File: src/design/e1_rx_status_params.svh
// Purpose: constants for the E1 receive status bank
// Assumes: 25 MHz register clock
// Notes: offsets are register indices; byte address is four times these
//
// What this block does
// - Slip bit 7 of the high phase register toggles on each slip.
// - Slip direction: 1 repeated frame (system fast), 0 lost frame.
// - Frame delay bit is 1 above one frame of buffer delay, else 0.
// - Alternating-pattern flag sets after 512 alternating bits, clears on absence.
// - Alternating-pattern detection tolerates two errors per 512-bit window.
// - Frame toggle bit inverts on each fall of the slot count MSB.
// - Sub-bit delay: bit 2 whole, bit 1 half, bit 0 eighth clock.
// - Bits 7 to 3 of low register hold timeslot offset count.
// - Bits 2 to 0 of low register hold system bit offset count.
// - Slot and bit offsets refresh once every 250 us frame.
// - First alignment-frame bit captured into bit 7 of alignment register.
// - Alignment word bits two to eight captured into bits 6 to 0.
// - Line loss bit rises after 1 ms below threshold, low otherwise.
// - Dejitter slow and fast flags follow period trim by 1/16 UI.
// - Jitter FIFO flags: empty, four full, half, four empty, full.
// - First non-alignment bit captured into bit 7 of its register.
// - Second non-alignment bit into bit 6; far end sends it as one.
// - Third non-alignment bit, remote alarm, into bit 5.
// - National spare bits four to eight into register bits 4 to 0.
`ifndef E1_RX_STATUS_PARAMS_SVH
`define E1_RX_STATUS_PARAMS_SVH
// register indices
`define IDX_SLIP_HIGH 5'h12
`define IDX_PHASE_LOW 5'h13
`define IDX_ALIGN_CAP 5'h14
`define IDX_LINE_SIG 5'h15
`define IDX_DEJITTER 5'h16
`define IDX_NONALIGN 5'h17
`define IDX_LOS_CTRL 5'h1F
// field positions
`define POS_SLIP_TOG 7
`define POS_SLIP_DIR 6
`define POS_FRM_DLY 5
`define POS_ALT_PAT 4
`define POS_FRM_TOG 3
`define POS_LOS 7
// timing
`define CLK_MHZ 25
`define FRAME_US 250
`define LOS_US 1000
`define FRAME_CYC (`FRAME_US * `CLK_MHZ)
`define LOS_CYC (`LOS_US * `CLK_MHZ)
`define ALT_RUN_BITS 512
`define ALT_ERR_MAX 2
`define JFIFO_DEPTH 16
`define JFIFO_FOUR 4
`endif

File: src/design/e1_rx_status_pkg.sv
// Purpose: carrier types for the E1 receive status bank
// Assumes: nothing beyond the params header
// Notes: types only; numbers live in the header
package e1_rx_status_pkg;
  // one sample of the elastic buffer phase
  typedef struct packed {
    logic frame_delay_msb;
    logic [4:0] slot_offset_count;
    logic [2:0] bit_offset_count;
    logic [2:0] sub_bit_delay;
  } phase_t;
  // timeslot-zero byte with its frame kind
  typedef struct packed {
    logic valid;
    logic is_align;
    logic [7:0] data;
  } ts0_t;
  // aux detector states
  typedef enum logic [1:0] {
    ALT_IDLE = 2'b00,
    ALT_RUN = 2'b01,
    ALT_FOUND = 2'b10
  } alt_state_t;
endpackage

File: src/design/e1_rx_status_capture.sv
// Purpose: E1 receive status bank on APB, read-only except the line-loss threshold select
// Assumes: framer strobes share CLOCK_I; LOS comparator is asynchronous
// Notes: zero-wait APB slave; unmapped addresses answer with PSLVERR
`timescale 1ns/1ps
`include "e1_rx_status_params.svh"
module e1_rx_status_capture #(
  parameter int FRAME_CYCLES = `FRAME_CYC,
  parameter int LOS_CYCLES = `LOS_CYC,
  parameter int JFIFO_DEPTH = `JFIFO_DEPTH
) (
  // clock and reset
  input wire logic CLOCK_I,
  input wire logic RST_I,
  // apb slave
  input wire logic PSEL_I,
  input wire logic PENABLE_I,
  input wire logic PWRITE_I,
  input wire logic [7:0] PADDR_I,
  input wire logic [31:0] PWDATA_I,
  output logic [31:0] PRDATA_O,
  output logic PREADY_O,
  output logic PSLVERR_O,
  // receive path strobes
  input wire logic SLIP_I,
  input wire logic SLIP_REPEAT_I,
  input wire e1_rx_status_pkg::phase_t PHASE_I,
  input wire logic RX_BIT_I,
  input wire logic RX_BIT_VALID_I,
  input wire e1_rx_status_pkg::ts0_t TS0_I,
  // line interface and jitter attenuator
  input wire logic LOS_BELOW_I,
  output logic LOS_THRESH_SEL_O,
  input wire logic DJ_SLOW_I,
  input wire logic DJ_FAST_I,
  input wire logic [$clog2(JFIFO_DEPTH+1)-1:0] JFIFO_LEVEL_I
);
  localparam int LW = $clog2(JFIFO_DEPTH+1);
  localparam int FW = $clog2(FRAME_CYCLES);
  localparam int OW = $clog2(LOS_CYCLES+1);

  // refuse sizes the counters and flags cannot serve
  if (JFIFO_DEPTH < 2 * `JFIFO_FOUR || FRAME_CYCLES < 2 ||
      LOS_CYCLES < 1) begin : g_bad_param
    $error("e1_rx_status_capture: bad parameter");
  end

  //////////////////////////////////////////////////////////////////////////
  // register decode

  // maps a byte address to a register index, 5'h00 when unmapped
  function automatic logic [4:0] idx_of(input logic [7:0] a);
    logic [4:0] i;
    i = a[6:2];
    if (a[1:0] != 2'h0 || a[7])
      idx_of = 5'h00;
    else if ((i >= `IDX_SLIP_HIGH && i <= `IDX_NONALIGN) ||
             i == `IDX_LOS_CTRL)
      idx_of = i;
    else
      idx_of = 5'h00;
  endfunction

  logic slip_tog_r;
  logic slip_dir_r;
  logic frm_dly_r;
  logic alt_flag_r;
  logic frm_tog_r;
  logic [2:0] sub_dly_r;
  logic [7:0] slip_high;
  logic [7:0] phase_low_r;
  logic [7:0] align_r;
  logic [7:0] line_sig_r;
  logic [7:0] dejit_r;
  logic [7:0] nonalign_r;
  logic los_sel_r;
  logic [31:0] prdata_r;
  logic pready_r;
  logic pslverr_r;
  logic [7:0] rd_nxt;
  logic setup;
  logic done;

  assign setup = PSEL_I && !PENABLE_I;
  assign done = PSEL_I && PENABLE_I && pready_r;

  // high phase word gathered from one register per concern
  assign slip_high = {slip_tog_r, slip_dir_r, frm_dly_r, alt_flag_r,
                      frm_tog_r, sub_dly_r};

  //////////////////////////////////////////////////////////////////////////
  // apb slave

  // read mux; bits not listed in a register read as zero
  always_comb begin
    case (idx_of(PADDR_I))
      `IDX_SLIP_HIGH: rd_nxt = slip_high;
      `IDX_PHASE_LOW: rd_nxt = phase_low_r;
      `IDX_ALIGN_CAP: rd_nxt = align_r;
      `IDX_LINE_SIG: rd_nxt = line_sig_r;
      `IDX_DEJITTER: rd_nxt = dejit_r;
      `IDX_NONALIGN: rd_nxt = nonalign_r;
      `IDX_LOS_CTRL: rd_nxt = {7'h00, los_sel_r};
      default: rd_nxt = 8'h00;
    endcase
  end

  // answer one cycle after setup, so every access is zero-wait
  always_ff @(posedge CLOCK_I) begin
    if (RST_I) begin
      pready_r <= 1'b0;
      pslverr_r <= 1'b0;
      prdata_r <= 32'h0000_0000;
    end else if (setup) begin
      pready_r <= 1'b1;
      pslverr_r <= (idx_of(PADDR_I) == 5'h00);
      prdata_r <= PWRITE_I ? 32'h0000_0000 : {24'h00_0000, rd_nxt};
    end else begin
      pready_r <= 1'b0;
      pslverr_r <= 1'b0;
    end
  end

  // status writes dropped
  // only the line-loss threshold select accepts writes
  always_ff @(posedge CLOCK_I) begin
    if (RST_I)
      los_sel_r <= 1'b0;
    else if (done && PWRITE_I && idx_of(PADDR_I) == `IDX_LOS_CTRL)
      los_sel_r <= PWDATA_I[0];
  end

  assign PRDATA_O = prdata_r;
  assign PREADY_O = pready_r;
  assign PSLVERR_O = pslverr_r;
  assign LOS_THRESH_SEL_O = los_sel_r;

  //////////////////////////////////////////////////////////////////////////
  // slips and buffer phase

  logic [FW-1:0] frame_cnt_r;
  logic frame_tick;

  always_ff @(posedge CLOCK_I) begin
    if (RST_I)
      frame_cnt_r <= '0;
    else if (frame_cnt_r == FW'(FRAME_CYCLES - 1))
      frame_cnt_r <= '0;
    else
      frame_cnt_r <= frame_cnt_r + FW'(1);
  end
  assign frame_tick = (frame_cnt_r == FW'(FRAME_CYCLES - 1));

  always_ff @(posedge CLOCK_I) begin
    if (RST_I) begin
      slip_tog_r <= 1'b0;
      slip_dir_r <= 1'b0;
    end else if (SLIP_I) begin
      slip_tog_r <= ~slip_tog_r;
      slip_dir_r <= SLIP_REPEAT_I;
    end
  end

  // phase sample once a frame keeps the pair coherent for software
  // phase word sample
  always_ff @(posedge CLOCK_I) begin
    if (RST_I) begin
      frm_dly_r <= 1'b0;
      sub_dly_r <= 3'h0;
      phase_low_r <= 8'h00;
    end else if (frame_tick) begin
      frm_dly_r <= PHASE_I.frame_delay_msb;
      sub_dly_r <= PHASE_I.sub_bit_delay;
      phase_low_r <= {PHASE_I.slot_offset_count,
                      PHASE_I.bit_offset_count};
    end
  end

  always_ff @(posedge CLOCK_I) begin
    if (RST_I)
      frm_tog_r <= 1'b0;
    else if (frame_tick && phase_low_r[7] &&
             !PHASE_I.slot_offset_count[4])
      frm_tog_r <= ~frm_tog_r;
  end

  //////////////////////////////////////////////////////////////////////////
  // alternating pattern detector

  e1_rx_status_pkg::alt_state_t alt_st_r;
  logic [9:0] alt_run_r;
  logic [8:0] alt_win_r;
  logic [1:0] alt_err_r;
  logic alt_exp_r;
  logic alt_miss;

  assign alt_miss = (RX_BIT_I != alt_exp_r);

  // run with bounded errors
  // a flip costs one error: the expected bit toggles on its own
  always_ff @(posedge CLOCK_I) begin
    if (RST_I) begin
      alt_st_r <= e1_rx_status_pkg::ALT_IDLE;
      alt_run_r <= 10'h000;
      alt_win_r <= 9'h000;
      alt_err_r <= 2'h0;
      alt_exp_r <= 1'b0;
    end else if (RX_BIT_VALID_I) begin
      alt_exp_r <= ~RX_BIT_I;
      alt_win_r <= alt_win_r + 9'h001;
      case (alt_st_r)
        e1_rx_status_pkg::ALT_IDLE: begin
          alt_st_r <= e1_rx_status_pkg::ALT_RUN;
          alt_run_r <= 10'h001;
          alt_win_r <= 9'h001;
          alt_err_r <= 2'h0;
        end
        e1_rx_status_pkg::ALT_RUN,
        e1_rx_status_pkg::ALT_FOUND: begin
          if (alt_miss && alt_err_r == 2'(`ALT_ERR_MAX)) begin
            alt_st_r <= e1_rx_status_pkg::ALT_IDLE;
            alt_run_r <= 10'h000;
          end else begin
            if (alt_miss)
              alt_err_r <= alt_err_r + 2'h1;
            else if (alt_win_r == 9'h1FF)
              alt_err_r <= 2'h0;
            alt_exp_r <= ~alt_exp_r;
            if (alt_run_r != 10'(`ALT_RUN_BITS))
              alt_run_r <= alt_run_r + 10'h001;
            if (alt_run_r == 10'(`ALT_RUN_BITS - 1))
              alt_st_r <= e1_rx_status_pkg::ALT_FOUND;
          end
        end
        default: alt_st_r <= e1_rx_status_pkg::ALT_IDLE;
      endcase
    end
  end

  // flag registered from state, one cycle behind it
  always_ff @(posedge CLOCK_I) begin
    if (RST_I)
      alt_flag_r <= 1'b0;
    else
      alt_flag_r <= (alt_st_r == e1_rx_status_pkg::ALT_FOUND);
  end

  //////////////////////////////////////////////////////////////////////////
  // timeslot zero capture

  always_ff @(posedge CLOCK_I) begin
    if (RST_I)
      align_r <= 8'h00;
    else if (TS0_I.valid && TS0_I.is_align)
      align_r <= TS0_I.data;
  end

  // alternate frames
  // marker bit is kept as received so software sees a bad far end
  always_ff @(posedge CLOCK_I) begin
    if (RST_I)
      nonalign_r <= 8'h00;
    else if (TS0_I.valid && !TS0_I.is_align)
      nonalign_r <= TS0_I.data;
  end

  //////////////////////////////////////////////////////////////////////////
  // line loss of signal

  logic los_s1_r;
  logic los_s2_r;
  logic [OW-1:0] los_cnt_r;

  // two-flop synchroniser for the analog comparator
  always_ff @(posedge CLOCK_I) begin
    if (RST_I) begin
      los_s1_r <= 1'b0;
      los_s2_r <= 1'b0;
    end else begin
      los_s1_r <= LOS_BELOW_I;
      los_s2_r <= los_s1_r;
    end
  end

  // one millisecond qualify
  // any glitch above threshold restarts the full wait
  always_ff @(posedge CLOCK_I) begin
    if (RST_I)
      los_cnt_r <= '0;
    else if (!los_s2_r)
      los_cnt_r <= '0;
    else if (los_cnt_r != OW'(LOS_CYCLES))
      los_cnt_r <= los_cnt_r + OW'(1);
  end

  // loss bit, rest of register zero
  always_ff @(posedge CLOCK_I) begin
    if (RST_I)
      line_sig_r <= 8'h00;
    else
      line_sig_r <= {(los_s2_r && los_cnt_r == OW'(LOS_CYCLES)), 7'h00};
  end

  //////////////////////////////////////////////////////////////////////////
  // jitter attenuator status

  always_ff @(posedge CLOCK_I) begin
    if (RST_I)
      dejit_r <= 8'h00;
    else begin
      dejit_r[7] <= DJ_SLOW_I;
      dejit_r[6] <= DJ_FAST_I;
      dejit_r[5] <= (JFIFO_LEVEL_I == LW'(0));
      dejit_r[4] <= (JFIFO_LEVEL_I >= LW'(`JFIFO_FOUR));
      dejit_r[3] <= (JFIFO_LEVEL_I >= LW'(JFIFO_DEPTH / 2));
      dejit_r[2] <= (JFIFO_LEVEL_I >= LW'(JFIFO_DEPTH - `JFIFO_FOUR));
      dejit_r[1] <= (JFIFO_LEVEL_I >= LW'(JFIFO_DEPTH));
      dejit_r[0] <= 1'b0;
    end
  end

  //////////////////////////////////////////////////////////////////////////
  // assertions

  slip_toggle_a: assert property (@(posedge CLOCK_I) disable iff (RST_I)
    SLIP_I |=> slip_tog_r != $past(slip_tog_r))
    else $error("slip bit did not toggle");

  slip_dir_a: assert property (@(posedge CLOCK_I) disable iff (RST_I)
    SLIP_I |=> slip_dir_r == $past(SLIP_REPEAT_I))
    else $error("slip direction not latched");

  phase_hold_a: assert property (@(posedge CLOCK_I) disable iff (RST_I)
    !frame_tick |=> $stable(phase_low_r))
    else $error("phase word changed off frame tick");

  frame_tog_a: assert property (@(posedge CLOCK_I) disable iff (RST_I)
    $changed(frm_tog_r) |-> $fell(phase_low_r[7]))
    else $error("frame toggle without falling slot msb");

  alt_rise_a: assert property (@(posedge CLOCK_I) disable iff (RST_I)
    $rose(alt_flag_r) |-> alt_run_r == 10'd512)
    else $error("pattern flag rose before 512 bits");

  los_rise_a: assert property (@(posedge CLOCK_I) disable iff (RST_I)
    $rose(line_sig_r[7]) |-> $past(los_cnt_r) == OW'(LOS_CYCLES))
    else $error("loss bit rose too early");

  align_cap_a: assert property (@(posedge CLOCK_I) disable iff (RST_I)
    TS0_I.valid && TS0_I.is_align |=> align_r == $past(TS0_I.data)
      && $stable(nonalign_r))
    else $error("alignment capture wrong");

  ro_write_a: assert property (@(posedge CLOCK_I) disable iff (RST_I)
    done && PWRITE_I && idx_of(PADDR_I) == 5'h14 && !TS0_I.valid
      |=> $stable(align_r))
    else $error("write changed a status register");

  fifo_full_a: assert property (@(posedge CLOCK_I) disable iff (RST_I)
    JFIFO_LEVEL_I == LW'(JFIFO_DEPTH) |=> dejit_r[1] && dejit_r[2]
      && !dejit_r[5])
    else $error("fifo flags wrong when full");
endmodule

File: config.mk
export PLATFORM = sky130hd
export DESIGN_NAME = e1_rx_status_capture
export DESIGN_NICKNAME = d
export VERILOG_FILES = /design/src/design/e1_rx_status_pkg.sv /design/src/design/e1_rx_status_capture.sv
export VERILOG_INCLUDE_DIRS = /design/src /design/src/design
export SDC_FILE = /design/constraint.sdc
export NUM_CORES = 1
export LEC_CHECK = 0
export BUFFER_PORTS_ARGS = -buffer_cell sky130_fd_sc_hd__buf_2
export CORE_UTILIZATION = 35
export DETAILED_ROUTE_END_ITERATION = 8
export PLACE_DENSITY_LB_ADDON = 0.12
export SLEW_MARGIN = 0
export SYNTH_ARGS = -nofsm -noshare
export SYNTH_HDL_FRONTEND = slang
export SYNTH_SLANG_ARGS = --single-unit
File: constraint.sdc
create_clock -name CLOCK_I -period 1.69 [get_ports CLOCK_I]
set_input_delay 0.0845 -clock CLOCK_I [delete_from_list [all_inputs] [get_ports CLOCK_I]]
set_output_delay 0.0845 -clock CLOCK_I [all_outputs]
set_load 0.1 [all_outputs]
==> metrics.txt <==
power share of the clock group 0.374; startpoint types primary input; max frequency 637.2 MHz; Multi-input gate area 0.002623 sq mm; status completed; Pint 3.784 mW; asr flop ratio synth 0; largest net degree at the start of global routing 40; synthesized area 0.004930 sq mm; Critical Path Start JFIFO_LEVEL_I[2]; total track usage 0.1620; crit share post-route 0.9287; crit path max fanout 2; Std-Cell Core Area 0.01383 sq mm; Rows 43; Power Total 5.239 mW; CTS tree built; iteration-0 DRC count of the detailed router 257; die width 120.7 um; count of different cell masters after synthesis 57; Reg2Reg Launch Point frame_cnt_r[0]$_SDFF_PP0_; sequential area share after synthesis 0.4264; Clock Path Buffers 2; Setup Viol. Count Final 0; power per cell area 858.9 mW/mm^2; vias post-DR 4,073; worst path arrival time 1.86 ns; Reg clk slew, reported paths 0.07 ns; antenna viol nets, final 0; EDFF count, synth 0; unrepaired setup endpoints after global routing false; total grt overflow 0; P_leak 2.392 nW; yosys synthesis warning count 0; first-pass GRT wire length 18,530 um; drt drc 0; #FFs+latches synth 105; Max-Cap Viols 0; crit path capture type register; Top Ports 114; cell taking the most area after synthesis dfxtp_1; vias per std cell 4.781; Syn Inst Count 563; Post-CTS Setup Inserts 0; top-count cell post-synth dfxtp_1; Total Nets Final 759; area grow syn2layout 23.73%; Crit path required time 1.98 ns; count of pins over their slew limit 0; Tmin final 1.569 ns; Slew @ Worst Pin 0.5799 ns; Ant. Diodes 0; Sequential Area 0.002103 sq mm; Net Sw Frac 0.2778; cts bufs inserted 9; Layout Skew 0.004264 ns; vias in the first global route 3,769; H-tree depth 3; Routed WL 11,500 um; CTS root buf clkbuf_16; final-report hold violation count 0; IR Drop Worst-Case VDD 0.0004721 V; min-delay src PHASE_I[8]; die area 0.01456 sq mm; Net Sw Power 1.455 mW; Slew Limit Headroom 0.6126; setup_tns 0 ns; post-synth top area share 0.4264; die height 120.7 um; # fillers 1,407; Reg power frac 0.488; CTS Sinks 105; initial antenna violation count 0; Most used DFF post-synth dfxtp_1; IO Port Bufs 58; Crit Path Category primary input to register; Post-synth top cells dfxtp_1, nor2_1, nand2_1, a21oi_1, mux2i_1; wire length per cell 13.49 um; RD Place Congestion 0.7448; layout cells sized above 1 0.1801; clock latency on the worst-skew pair 0.35 ns; synth top area cells dfxtp_1, mux2i_1, nor2_1; post-DP HPWL 8309 um; HP Class primary input to register; Hold WS 0.001377 ns; Logic pwr share 0.138; syn_area_per_cell 8.756 sq um; Initial Util 0.3565; TritonRoute pass-1 iters 4
## through the flow
step | instance area (sq um) | std cells | worst slack (ns) | util
floorplan | 5019 | 586 | 0.03192 | -
global placement | 5461 | 806 | -0.01111 | 0.3950
detailed placement | 5461 | 806 | -0.04796 | 0.3950
CTS | 6050 | 851 | 0.03192 | 0.4375
global route | 6100 | 852 | 0.01353 | 0.4411
finish | 6100 | 852 | 0.1206 | 0.4411
## sequential cells by signal (all words and copies together) (netlist names), 2 cells and up
signal       flops
frame_cnt_r     13
alt_win_r        9
los_cnt_r       15
nonalign_r       8
alt_run_r       10
dejit_r          7
phase_low_r      8
alt_st_r         2
align_r          8
alt_err_r        2
PRDATA_O         8
sub_dly_r        3
## per-layer routing
layer  global-route usage  wire length (um)  vias to the layer above
li1                     -                 -                     2111
met1               0.2142              5578                     1876
met2               0.2601              5315                       78
met3              0.04481               505                        8
met4              0.03935                97                        0
met5                    0                 0                        -
## worst max-delay path, stage by stage
cell and delay (ns):
dlygate4sd3_1 0.54, buf_2 0.13, or3_1 0.40, nor4_2 0.14
dlygate4sd3_1 0.56
## final timing paths
path                                  to  slack, ns  depth (start not counted)
max                dejit_r[5]$_SDFF_PP0_       0.12                          5
min          phase_low_r[5]$_SDFFE_PP0N_      0.001                          3
max reg2reg   frame_cnt_r[12]$_SDFF_PP0_       0.13                          6
min reg2reg     PRDATA_O[2]$_SDFFE_PP0P_       0.45                          2
## cells by family after synthesis
family                     Yosys count  synth area share
other                                1         0.0007607
and+or+nand+nor                    235            0.2396
xor gates and xnor gates            33           0.05863
DFF                                105            0.4264
AOI/OAI and AO/OA                   80            0.1013
muxes                               33           0.07284
adders and majority gates           12           0.03046
buffers and inverters               64           0.07005
## placed cells by master, fill, tap and decap left out, drive strengths merged, types with 4 or more instances in the layout
cell type / synthesis / routed
dfxtp: 105 / 105
buf: 29 / 86
nor2: 65 / 65
nand2: 61 / 61
a21oi: 32 / 32
dlygate4sd3: 0 / 30
mux2i: 28 / 28
conb: 1 / 24
nand3: 24 / 24
xnor2: 21 / 21
inv: 19 / 19
o21ai: 19 / 19
nor3: 13 / 13
nand4: 13 / 13
nor4: 13 / 13
xor2: 12 / 12
ha: 12 / 12
nor2b: 11 / 11
clkbuf: 16 / 11
or3: 7 / 7
a22o: 6 / 6
and2: 6 / 6
nand2b: 5 / 5
a221oi: 4 / 4
a211oi: 4 / 4
nor4bb: 4 / 4
## power by group through the flow
| stage | combinational (mW) | clock [mW] | sequential, mW |
|---|---|---|---|
| floorplan | 0.515 | 0 | 2.62 |
| CTS | 0.721 | 2.02 | 2.56 |
| global route | 0.773 | 2.13 | 2.56 |
| finish | 0.722 | 1.96 | 2.56 |
| detailed placement | 0.664 | 0 | 2.61 |
| global placement | 0.657 | 0 | 2.61 |
## area by class of cell
type / instances / area share
flip-flops and latches: 105 / 0.3448
clock buffers: 11 / 0.03979
inverters: 19 / 0.01169
well taps: 180 / 0.03692
multi-input cells: 417 / 0.4299
clock inverters: 4 / 0.004923
repair buffers: 116 / 0.1319
## repair_timing
item	CTS	global route
endpoints found under the hold margin	34	0
gates cloned	0	1
hold buffers	30	0
resized for setup	2	10
pin swaps	0	1
setup endpoints to repair	24	32
No activity file was read; power rests on OpenSTA's default activity.
